==> src/frame_trigger_pkg.sv <==
package frame_trigger_pkg;

   ////////////////////////////////////////////////////////////////////////////
   // Bus geometry
   localparam int ADDR_W = 12;
   localparam int DATA_W = 32;
   localparam int IDX_W = ADDR_W - 2;
   localparam int REG_W = 8;

   ////////////////////////////////////////////////////////////////////////////
   // Register indices; byte address is four times the index
   localparam logic [IDX_W-1:0] IDX_CTL = 10'h018;
   localparam logic [IDX_W-1:0] IDX_HIGH_UPPER = 10'h019;
   localparam logic [IDX_W-1:0] IDX_HIGH_LOWER = 10'h01a;
   localparam logic [IDX_W-1:0] IDX_LOW_UPPER = 10'h01b;
   localparam logic [IDX_W-1:0] IDX_LOW_LOWER = 10'h01c;
   localparam logic [IDX_W-1:0] IDX_CONFIG = 10'h025;
   localparam logic [IDX_W-1:0] IDX_STATUS = 10'h030;

   ////////////////////////////////////////////////////////////////////////////
   // Field positions and reset values
   localparam int CTL_RUN_BIT = 0;
   localparam int CTL_STYLE_BIT = 1;
   localparam int CTL_INIT_BIT = 2;
   localparam int CTL_ONESHOT_BIT = 3;
   localparam int CTL_SRC_LSB = 4;
   localparam int SRC_W = 4;
   localparam int CFG_EDGE_BIT = 6;
   localparam int STS_LEVEL_BIT = 0;
   localparam int STS_BUSY_BIT = 1;
   localparam int STS_PEND_BIT = 2;
   localparam logic [REG_W-1:0] REG_RESET = 8'h00;
   localparam logic [SRC_W-1:0] SRC_RESET = 4'h0;

   // Timing source groups, upper two bits of the source field
   localparam logic [1:0] SRC_GRP_PORT = 2'h0;
   localparam logic [1:0] SRC_GRP_REF = 2'h1;
   localparam logic [1:0] SRC_GRP_EXT = 2'h2;

   // Pin input vector layout
   localparam int N_PORTS = 2;
   localparam int N_GPIO = 4;
   localparam int PIN_REF = N_PORTS;
   localparam int PIN_GPIO0 = N_PORTS + 1;
   localparam int N_PINS = N_PORTS + 1 + N_GPIO;

   localparam int CNT_W = 24;

   localparam logic [1:0] RESP_OKAY = 2'h0;
   localparam logic [1:0] RESP_SLVERR = 2'h2;

   ////////////////////////////////////////////////////////////////////////////
   typedef struct packed {
      logic awvalid;
      logic [ADDR_W-1:0] awaddr;
      logic wvalid;
      logic [DATA_W-1:0] wdata;
      logic [3:0] wstrb;
      logic bready;
      logic arvalid;
      logic [ADDR_W-1:0] araddr;
      logic rready;
   } axil_req_t;

   typedef struct packed {
      logic awready;
      logic wready;
      logic bvalid;
      logic [1:0] bresp;
      logic arready;
      logic rvalid;
      logic [DATA_W-1:0] rdata;
      logic [1:0] rresp;
   } axil_rsp_t;

   typedef enum logic [2:0] {
      ST_IDLE = 3'b001,
      ST_HIGH = 3'b010,
      ST_LOW = 3'b100
   } trig_state_t;

endpackage : frame_trigger_pkg

==> src/frame_trigger_generator.sv <==
// Decided for this implementation: register access over AXI4-Lite.
`timescale 1ns/10ps
module frame_trigger_generator
   import frame_trigger_pkg::*;
(
   input wire logic i_clk,
   input wire logic i_resetn,
   input wire logic i_ce,
   input wire axil_req_t i_axi,
   output axil_rsp_t o_axi,
   input wire logic [N_PORTS-1:0] i_bc_frame_clk,
   input wire logic i_ref_clk,
   input wire logic [N_GPIO-1:0] i_gpio,
   output logic o_trigger
);

   ////////////////////////////////////////////////////////////////////////////
   // Pin synchronisers; third stage only feeds the edge detector
   logic [N_PINS-1:0] pin_raw;
   logic [N_PINS-1:0] sync1_r;
   logic [N_PINS-1:0] sync2_r;
   logic [N_PINS-1:0] sync3_r;
   logic [N_PINS-1:0] pin_rise;

   assign pin_raw = {i_gpio, i_ref_clk, i_bc_frame_clk};

   genvar g;
   generate
      for (g = 0; g < N_PINS; g = g + 1) begin : g_sync
         always_ff @(posedge i_clk) begin
            if (!i_resetn) begin
               sync1_r[g] <= 1'b0;
               sync2_r[g] <= 1'b0;
               sync3_r[g] <= 1'b0;
            end else if (i_ce) begin
               sync1_r[g] <= pin_raw[g];
               sync2_r[g] <= sync1_r[g];
               sync3_r[g] <= sync2_r[g];
            end
         end
         assign pin_rise[g] = sync2_r[g] & ~sync3_r[g];
      end
   endgenerate

   ////////////////////////////////////////////////////////////////////////////
   // Register state
   logic run_r;
   logic style_r;
   logic init_r;
   logic [SRC_W-1:0] src_r;
   logic edge_r;
   logic [REG_W-1:0] high_upper_r;
   logic [REG_W-1:0] high_lower_r;
   logic [REG_W-1:0] low_upper_r;
   logic [REG_W-1:0] low_lower_r;
   logic os_pend_r;
   logic os_active_r;
   trig_state_t state_r;
   logic [CNT_W-1:0] cnt_r;
   logic level_r;
   logic trigger_r;

   // AXI slave state
   logic awready_r;
   logic wready_r;
   logic bvalid_r;
   logic [1:0] bresp_r;
   logic arready_r;
   logic rvalid_r;
   logic [DATA_W-1:0] rdata_r;
   logic [1:0] rresp_r;
   logic [IDX_W-1:0] wr_idx_r;
   logic [REG_W-1:0] wr_byte_r;
   logic wr_strb_r;
   logic wr_do;
   logic wr_os;
   logic [IDX_W-1:0] rd_idx;
   logic [REG_W-1:0] rd_byte;
   logic rd_hit;
   logic wr_hit;

   ////////////////////////////////////////////////////////////////////////////
   // Timing source selection
   logic tick;
   logic ext_sel;
   logic ext_level;

   always_comb begin
      tick = 1'b0;
      case (src_r[SRC_W-1 -: 2])
         SRC_GRP_PORT: tick = ~src_r[1] & pin_rise[src_r[0]];
         SRC_GRP_REF: tick = pin_rise[PIN_REF];
         default: tick = 1'b0;
      endcase
   end

   assign ext_sel = (src_r[SRC_W-1 -: 2] == SRC_GRP_EXT);
   assign ext_level = sync2_r[PIN_GPIO0 + int'(src_r[1:0])];

   // Duration counts per style
   logic [CNT_W-1:0] high_dur;
   logic [CNT_W-1:0] low_dur;
   logic [CNT_W-1:0] half_dur;

   assign half_dur = {high_lower_r, low_upper_r, low_lower_r};
   assign high_dur = style_r ? half_dur : {8'h00, high_upper_r, high_lower_r};
   assign low_dur = style_r ? half_dur : {8'h00, low_upper_r, low_lower_r};

   ////////////////////////////////////////////////////////////////////////////
   // Register writes
   assign wr_do = awready_r == 1'b0 && wready_r == 1'b0 && !bvalid_r;
   assign wr_os = wr_do && wr_strb_r && wr_idx_r == IDX_CTL && wr_byte_r[CTL_ONESHOT_BIT];
   assign wr_hit = wr_idx_r inside {IDX_CTL, IDX_HIGH_UPPER, IDX_HIGH_LOWER,
                                    IDX_LOW_UPPER, IDX_LOW_LOWER, IDX_CONFIG, IDX_STATUS};

   always_ff @(posedge i_clk) begin
      if (!i_resetn) begin
         run_r <= 1'b0;
         style_r <= 1'b0;
         init_r <= 1'b0;
         src_r <= SRC_RESET;
         edge_r <= 1'b0;
         high_upper_r <= REG_RESET;
         high_lower_r <= REG_RESET;
         low_upper_r <= REG_RESET;
         low_lower_r <= REG_RESET;
      end else if (i_ce && wr_do && wr_strb_r) begin
         case (wr_idx_r)
            IDX_CTL: begin
               run_r <= wr_byte_r[CTL_RUN_BIT];
               style_r <= wr_byte_r[CTL_STYLE_BIT];
               init_r <= wr_byte_r[CTL_INIT_BIT];
               src_r <= wr_byte_r[CTL_SRC_LSB +: SRC_W];
            end
            IDX_HIGH_UPPER: high_upper_r <= wr_byte_r;
            IDX_HIGH_LOWER: high_lower_r <= wr_byte_r;
            IDX_LOW_UPPER: low_upper_r <= wr_byte_r;
            IDX_LOW_LOWER: low_lower_r <= wr_byte_r;
            IDX_CONFIG: edge_r <= wr_byte_r[CFG_EDGE_BIT];
            default: ;
         endcase
      end
   end

   ////////////////////////////////////////////////////////////////////////////
   // Generator sequence
   logic gen_go;
   assign gen_go = run_r | os_active_r;

   always_ff @(posedge i_clk) begin
      if (!i_resetn) begin
         state_r <= ST_IDLE;
         cnt_r <= '0;
         level_r <= 1'b0;
         os_pend_r <= 1'b0;
         os_active_r <= 1'b0;
      end else if (i_ce) begin
         // A request seen while busy waits; the new write beats the consume
         if (wr_os) begin
            os_pend_r <= 1'b1;
         end else if (state_r == ST_IDLE && !run_r) begin
            os_pend_r <= 1'b0;
         end
         case (state_r)
            ST_IDLE: begin
               cnt_r <= '0;
               level_r <= init_r;
               if (run_r && !ext_sel) begin
                  state_r <= init_r ? ST_HIGH : ST_LOW;
                  cnt_r <= init_r ? high_dur : low_dur;
                  level_r <= init_r;
               end else if (os_pend_r && !run_r && !ext_sel) begin
                  state_r <= ST_HIGH;
                  cnt_r <= high_dur;
                  level_r <= 1'b1;
                  os_active_r <= 1'b1;
               end
            end
            ST_HIGH: begin
               if (!gen_go) begin
                  state_r <= ST_IDLE;
                  level_r <= init_r;
               end else if (tick && cnt_r == '0) begin
                  state_r <= ST_LOW;
                  cnt_r <= low_dur;
                  level_r <= 1'b0;
               end else if (tick) begin
                  cnt_r <= cnt_r - 1'b1;
               end
            end
            ST_LOW: begin
               if (!gen_go) begin
                  state_r <= ST_IDLE;
                  level_r <= init_r;
               end else if (tick && cnt_r == '0) begin
                  // One-shot waits out its low half before the next may start
                  if (os_active_r || !run_r) begin
                     state_r <= ST_IDLE;
                     os_active_r <= 1'b0;
                     level_r <= init_r;
                  end else begin
                     state_r <= ST_HIGH;
                     cnt_r <= high_dur;
                     level_r <= 1'b1;
                  end
               end else if (tick) begin
                  cnt_r <= cnt_r - 1'b1;
               end
            end
            default: begin
               state_r <= ST_IDLE;
               os_active_r <= 1'b0;
            end
         endcase
      end
   end

   // Output stage; external mode passes the pin only while running
   always_ff @(posedge i_clk) begin
      if (!i_resetn) begin
         trigger_r <= 1'b0;
      end else if (i_ce) begin
         if (ext_sel && run_r) begin
            trigger_r <= ext_level ^ edge_r;
         end else if (ext_sel) begin
            trigger_r <= init_r ^ edge_r;
         end else begin
            trigger_r <= level_r ^ edge_r;
         end
      end
   end

   assign o_trigger = trigger_r;

   ////////////////////////////////////////////////////////////////////////////
   // AXI4-Lite slave: capture address and data in any order, then write
   always_ff @(posedge i_clk) begin
      if (!i_resetn) begin
         awready_r <= 1'b1;
         wready_r <= 1'b1;
         bvalid_r <= 1'b0;
         bresp_r <= RESP_OKAY;
         wr_idx_r <= '0;
         wr_byte_r <= REG_RESET;
         wr_strb_r <= 1'b0;
      end else if (i_ce) begin
         if (awready_r && i_axi.awvalid) begin
            awready_r <= 1'b0;
            wr_idx_r <= i_axi.awaddr[ADDR_W-1:2];
         end
         if (wready_r && i_axi.wvalid) begin
            wready_r <= 1'b0;
            wr_byte_r <= i_axi.wdata[REG_W-1:0];
            wr_strb_r <= i_axi.wstrb[0];
         end
         if (wr_do) begin
            bvalid_r <= 1'b1;
            bresp_r <= wr_hit ? RESP_OKAY : RESP_SLVERR;
         end
         if (bvalid_r && i_axi.bready) begin
            bvalid_r <= 1'b0;
            awready_r <= 1'b1;
            wready_r <= 1'b1;
         end
      end
   end

   assign rd_idx = i_axi.araddr[ADDR_W-1:2];

   always_comb begin
      rd_byte = REG_RESET;
      rd_hit = 1'b1;
      case (rd_idx)
         // One-shot bit is self-clearing and never reads back
         IDX_CTL: rd_byte = {src_r, 1'b0, init_r, style_r, run_r};
         IDX_HIGH_UPPER: rd_byte = high_upper_r;
         IDX_HIGH_LOWER: rd_byte = high_lower_r;
         IDX_LOW_UPPER: rd_byte = low_upper_r;
         IDX_LOW_LOWER: rd_byte = low_lower_r;
         IDX_CONFIG: rd_byte[CFG_EDGE_BIT] = edge_r;
         IDX_STATUS: begin
            rd_byte[STS_LEVEL_BIT] = trigger_r;
            rd_byte[STS_BUSY_BIT] = (state_r != ST_IDLE);
            rd_byte[STS_PEND_BIT] = os_pend_r;
         end
         default: rd_hit = 1'b0;
      endcase
   end

   always_ff @(posedge i_clk) begin
      if (!i_resetn) begin
         arready_r <= 1'b1;
         rvalid_r <= 1'b0;
         rdata_r <= '0;
         rresp_r <= RESP_OKAY;
      end else if (i_ce) begin
         if (arready_r && i_axi.arvalid) begin
            arready_r <= 1'b0;
            rvalid_r <= 1'b1;
            rdata_r <= {{(DATA_W-REG_W){1'b0}}, rd_byte};
            rresp_r <= rd_hit ? RESP_OKAY : RESP_SLVERR;
         end else if (rvalid_r && i_axi.rready) begin
            rvalid_r <= 1'b0;
            arready_r <= 1'b1;
         end
      end
   end

   assign o_axi = '{awready: awready_r, wready: wready_r, bvalid: bvalid_r, bresp: bresp_r,
                    arready: arready_r, rvalid: rvalid_r, rdata: rdata_r, rresp: rresp_r};
endmodule : frame_trigger_generator

==> config.mk <==
export PLATFORM = sky130hd
export DESIGN_NAME = frame_trigger_generator
export DESIGN_NICKNAME = d
export VERILOG_FILES = /design/src/frame_trigger_pkg.sv /design/src/frame_trigger_generator.sv
export SDC_FILE = /design/constraint.sdc
export NUM_CORES = 1
export LEC_CHECK = 0
export BUFFER_PORTS_ARGS = -buffer_cell sky130_fd_sc_hd__buf_2
export CAP_MARGIN = 30
export CORE_UTILIZATION = 25
export DETAILED_ROUTE_END_ITERATION = 10
export GPL_ROUTABILITY_DRIVEN = 0
export PLACE_DENSITY = 0.44
export SLEW_MARGIN = 20
export SYNTH_ARGS = -nofsm -noshare
export SYNTH_HDL_FRONTEND = slang
export SYNTH_SLANG_ARGS = --single-unit
==> constraint.sdc <==
create_clock -name i_clk -period 2.9 [get_ports i_clk]
set_clock_uncertainty 0.2 [all_clocks]
set_input_delay 0 -clock i_clk [delete_from_list [all_inputs] [get_ports i_clk]]
set_output_delay 0 -clock i_clk [all_outputs]
set_load 0.005 [all_outputs]
==> impl.org <==
** Run status
- The flow ran to the end, but the final reports show violations.
- The final reports fail on design-rule violations.

** Job
- Number of maximum-capacitance violations :: 0

** Clock network
- The tree is rooted in a sky130_fd_sc_hd__clkbuf_16.
- Clock tree buffer depth :: 2
- At the later pin of the worst-skew pair, clock insertion delay measures 420 ps.
- TritonCTS buffer count :: 17
- TritonCTS built the clock tree.
- Clk slew on worst S/H paths :: 60 ps
- The H-tree was split into 4 levels.
- Buffer count from post-CTS setup fixing :: 0
- Number of clock sinks seen by CTS :: 122

** Timing
- Dividing the final minimum period by the clock period gives 0.946.
- Final hold violations :: 0
- Setup violations remaining at the end of the flow were counted as 0.
- Setup repair after global routing missed its margin :: false
- The count of final max-slew check failures is 0.
- At the pin with the least slew margin, the transition time is 790 ps.
- Static timing analysis puts the maximum clock frequency at 365 MHz.
- For the finished layout, the period the worst path requires is 2740 ps.
- Setup TNS :: 0 ps
- Relative max-transition margin :: 0.473

** Global routing
- Pin count of the biggest net entering global routing :: 82
- Global routing finished with a remaining overflow of 0.
- The number of antenna violations at the first check in global routing was 0.
- The first global-routing pass estimated 34,800 um of wire.
- Vias in the first global route :: 6,154
- Total global-route track usage :: 0.160

** Hold path
- Class of the worst hold path :: primary input to register

** Drt
- For this block, the initial DRC count from the detailed router was 428.
- After detailed routing, the total wire length is 21,800 um.
- Before antenna repair, the detailed router went through 7 iterations.
- In the routed layout, each cell is associated on average with a via count of 5.00.
- Drc violations :: 4
- Detail-routed net length per standard cell :: 16.9 um
- Once detail routing completed, the nets flagged for antenna violations numbered 0.
- The final route contains 6,465 vias.

** Die
- Pin placement for this block handled 117 I/O pins.
- Measured along the x axis, the die boundary spans 166 um.
- The floorplan step defined a core boundary enclosing 26,300 um2.
- Starting utilization of the core area :: 0.257
- Y dimension of the die :: 166 um
- The floorplan step defined a die boundary enclosing 27,700 um2.
- The initialized floorplan defines 59 standard-cell rows.

** Final layout
- In the final layout, the share of cells above drive strength 1 is 0.180.
- 0 antenna diodes ended up in the layout.
- Fill count :: 2,803
- Count of nets after finishing :: 1,022
- Fraction of the core area covered by cells at the end of the flow :: 0.329
- In the layout the commonest cells are sky130_fd_sc_hd__dfxtp_1, sky130_fd_sc_hd__nor2_1, sky130_fd_sc_hd__nand2_1.
- From synthesis to final layout, the design area changed by 28.1%.
- Leaving out fill and tap cells, the most frequent cell in the layout is sky130_fd_sc_hd__dfxtp_1.

** Worst setup path
- Ordered cell list for the critical path :: or4_4 -> a211oi_4 -> buf_4 -> and4b_1 -> buf_4 -> o21ai_1 -> a21bo_1 -> o31ai_1 -> a21oi_1
- STA classifies the critical path endpoint as a register.
- Among the stages of the critical path, the cell type that occurs most often is sky130_fd_sc_hd__buf_4.
- Of all nets on the critical path, the largest fanout is 10.
- For the worst setup path, the data arrival time is 2840 ps.
- The largest single stage delay on the critical path is 590 ps.
- On the critical path, the stage with the largest delay is an instance of sky130_fd_sc_hd__or4_4.
- By startpoint and endpoint, the worst setup path is classified as register to register.
- CP Data Required Time :: 3000 ps
- Startpoint kind of the worst setup timing path :: register

** Logic synthesis
- Cell area after technology mapping :: 6760 um2
- Most used flip-flop cell after synthesis :: sky130_fd_sc_hd__dfxtp_1
- Average cell area after synthesis :: 8.24 um2
- Ys Warns :: 0
- Count of flip-flops with a built-in enable after synthesis :: 0
- Flip-flop and latch count after synthesis :: 122
- Distinct cells, synth :: 71
- Sequential element share of the synthesized area :: 0.361
- Synthesis produced a netlist whose cell count is 820.
- Synth async-reset ratio :: 0

** Place
- Quantity of I/O buffers inserted on ports :: 59
- DP HPWL :: 15,500 um

** Power and ir drop
- For this design the ratio of total power to cell area is 493 nW/um2.
- Worst voltage drop across the vdd grid :: 0.337 mV
- The analysis attributes to cell leakage a power of 3.46 nW.
- Power comes to 4.27 mW.
[state kept, by name, indices dropped and copies added, names as in the netlist, 4 cells and up]
register / flops
sync2_r: 7
cnt_r: 24
src_r: 4
wr_idx_r: 10
rdata_r: 8
sync1_r: 7
high_upper_r: 8
wr_byte_r: 8
high_lower_r: 8
low_lower_r: 8
low_upper_r: 8
[metrics by stage]
| stage | setup slack (ps) | cells | hold WS [ps] | cell area [um2] |
|---|---|---|---|---|
| 2_1_floorplan | 261 | 845 | -64.0 | 6850 |
| 3_3_place_gp | 169 | 1200 | 35.4 | 7470 |
| 3_5_place_dp | 158 | 1200 | 43.2 | 7470 |
| 4_1_cts | 150 | 1292 | 7.40 | 8650 |
| 5_1_grt | 6.51 | 1292 | 54.4 | 8650 |
| 6_report | 158 | 1292 | 14.3 | 8650 |
[layer usage]
layer / GRT usage / vias to the layer above / part of all wire
met4: 0.0443 / 0 / 0.014
met3: 0.0280 / 19 / 0.034
met1: 0.218 / 3110 / 0.50
met5: 0 / - / 0
met2: 0.258 / 154 / 0.46
li1: - / 3182 / -
[repair_timing]
action                     CTS  global route
resized for setup            0             1
hold endpoints to repair    71             0
hold buffers                60             0
setup endpoints to repair    0             1
[critical path, delay by kind of cell, from the launching register on]
family	cells	cell delay, ps
flops	1	350
buf+inv	2	390
simple gates	2	820
compound gates	5	870
[cell usage after synthesis, types with 3 or more instances]
cell | instances | area [um2]
sky130_fd_sc_hd__inv_1 | 10 | 37.5
sky130_fd_sc_hd__and3_1 | 7 | 43.8
sky130_fd_sc_hd__xor2_1 | 5 | 43.8
sky130_fd_sc_hd__nand4_1 | 8 | 50.1
sky130_fd_sc_hd__nand2_1 | 87 | 327
sky130_fd_sc_hd__mux4_2 | 8 | 180
sky130_fd_sc_hd__nand2b_1 | 15 | 93.8
sky130_fd_sc_hd__nor2_1 | 100 | 375
sky130_fd_sc_hd__a221oi_1 | 4 | 35.0
sky130_fd_sc_hd__a211oi_1 | 9 | 67.6
sky130_fd_sc_hd__xnor2_1 | 5 | 43.8
sky130_fd_sc_hd__o21ai_0 | 50 | 250
sky130_fd_sc_hd__or3_1 | 7 | 43.8
sky130_fd_sc_hd__a31o_2 | 3 | 26.3
sky130_fd_sc_hd__buf_4 | 33 | 248
sky130_fd_sc_hd__o221a_2 | 6 | 67.6
sky130_fd_sc_hd__clkbuf_1 | 39 | 146
sky130_fd_sc_hd__nand3_1 | 12 | 60.1
sky130_fd_sc_hd__buf_1 | 6 | 22.5
sky130_fd_sc_hd__nor4b_1 | 4 | 35.0
sky130_fd_sc_hd__a22oi_1 | 20 | 150
sky130_fd_sc_hd__a21o_1 | 4 | 30.0
sky130_fd_sc_hd__ha_1 | 3 | 37.5
sky130_fd_sc_hd__nor4_1 | 6 | 37.5
sky130_fd_sc_hd__nor2b_1 | 4 | 25.0
sky130_fd_sc_hd__dfxtp_1 | 122 | 2440
sky130_fd_sc_hd__o22ai_1 | 10 | 62.6
sky130_fd_sc_hd__or4_1 | 6 | 45.0
sky130_fd_sc_hd__a21oi_1 | 69 | 345
sky130_fd_sc_hd__a32oi_1 | 4 | 35.0
sky130_fd_sc_hd__buf_2 | 4 | 20.0
sky130_fd_sc_hd__a221o_1 | 4 | 40.0
sky130_fd_sc_hd__nor3_1 | 20 | 100
sky130_fd_sc_hd__and4b_1 | 3 | 30.0
sky130_fd_sc_hd__a31oi_1 | 10 | 62.6
sky130_fd_sc_hd__mux2i_1 | 60 | 601
sky130_fd_sc_hd__nand3b_1 | 5 | 37.5
sky130_fd_sc_hd__o31ai_1 | 3 | 22.5
sky130_fd_sc_hd__or2_2 | 4 | 25.0
[area by class of cell]
class	instances	area (um2)	share of cell area
clock buffer	21	470	0.0544
inverter	10	37.5	0.00434
sequential	122	2440	0.282
multi-input combinational	629	3920	0.452
clock inverter	11	111	0.0129
timing repair buffer	164	1260	0.145
tap	335	419	0.0484
[path summary, 6_finish.rpt]
path	slack [ps]	cells past startpoint	end	start
hold / removal	10	4	rdata_r[6]	i_axi[5]
setup reg to reg	160	9	level_r	cnt_r[2]
hold reg to reg	250	2	level_r	level_r
setup / recovery	160	9	level_r	cnt_r[2]
[power breakdown]
| part | leakage [nW] | switching (mW) | internal (mW) |
|---|---|---|---|
| registers | 0.992 | 0.0426 | 1.72 |
| logic | 2.20 | 0.206 | 0.193 |
| clock network | 0.269 | 0.842 | 1.26 |
| total | 3.46 | 1.09 | 3.17 |
[logic make-up (layout without fill, tap and decap cells)]
logic type / after synthesis / count (layout) / synth area share
AND/OR/NAND/NOR: 301 / 301 / 0.215
AO/OA/AOI/OAI: 220 / 220 / 0.214
flip-flops: 122 / 122 / 0.361
buffers and inverters: 94 / 206 / 0.0735
multiplexers: 69 / 69 / 0.117
XOR/XNOR: 10 / 10 / 0.0130
adder cells (fa/ha/maj): 3 / 3 / 0.00556
other: 1 / 26 / 0.000555
Note: power is estimated with default switching activity, not from simulation.
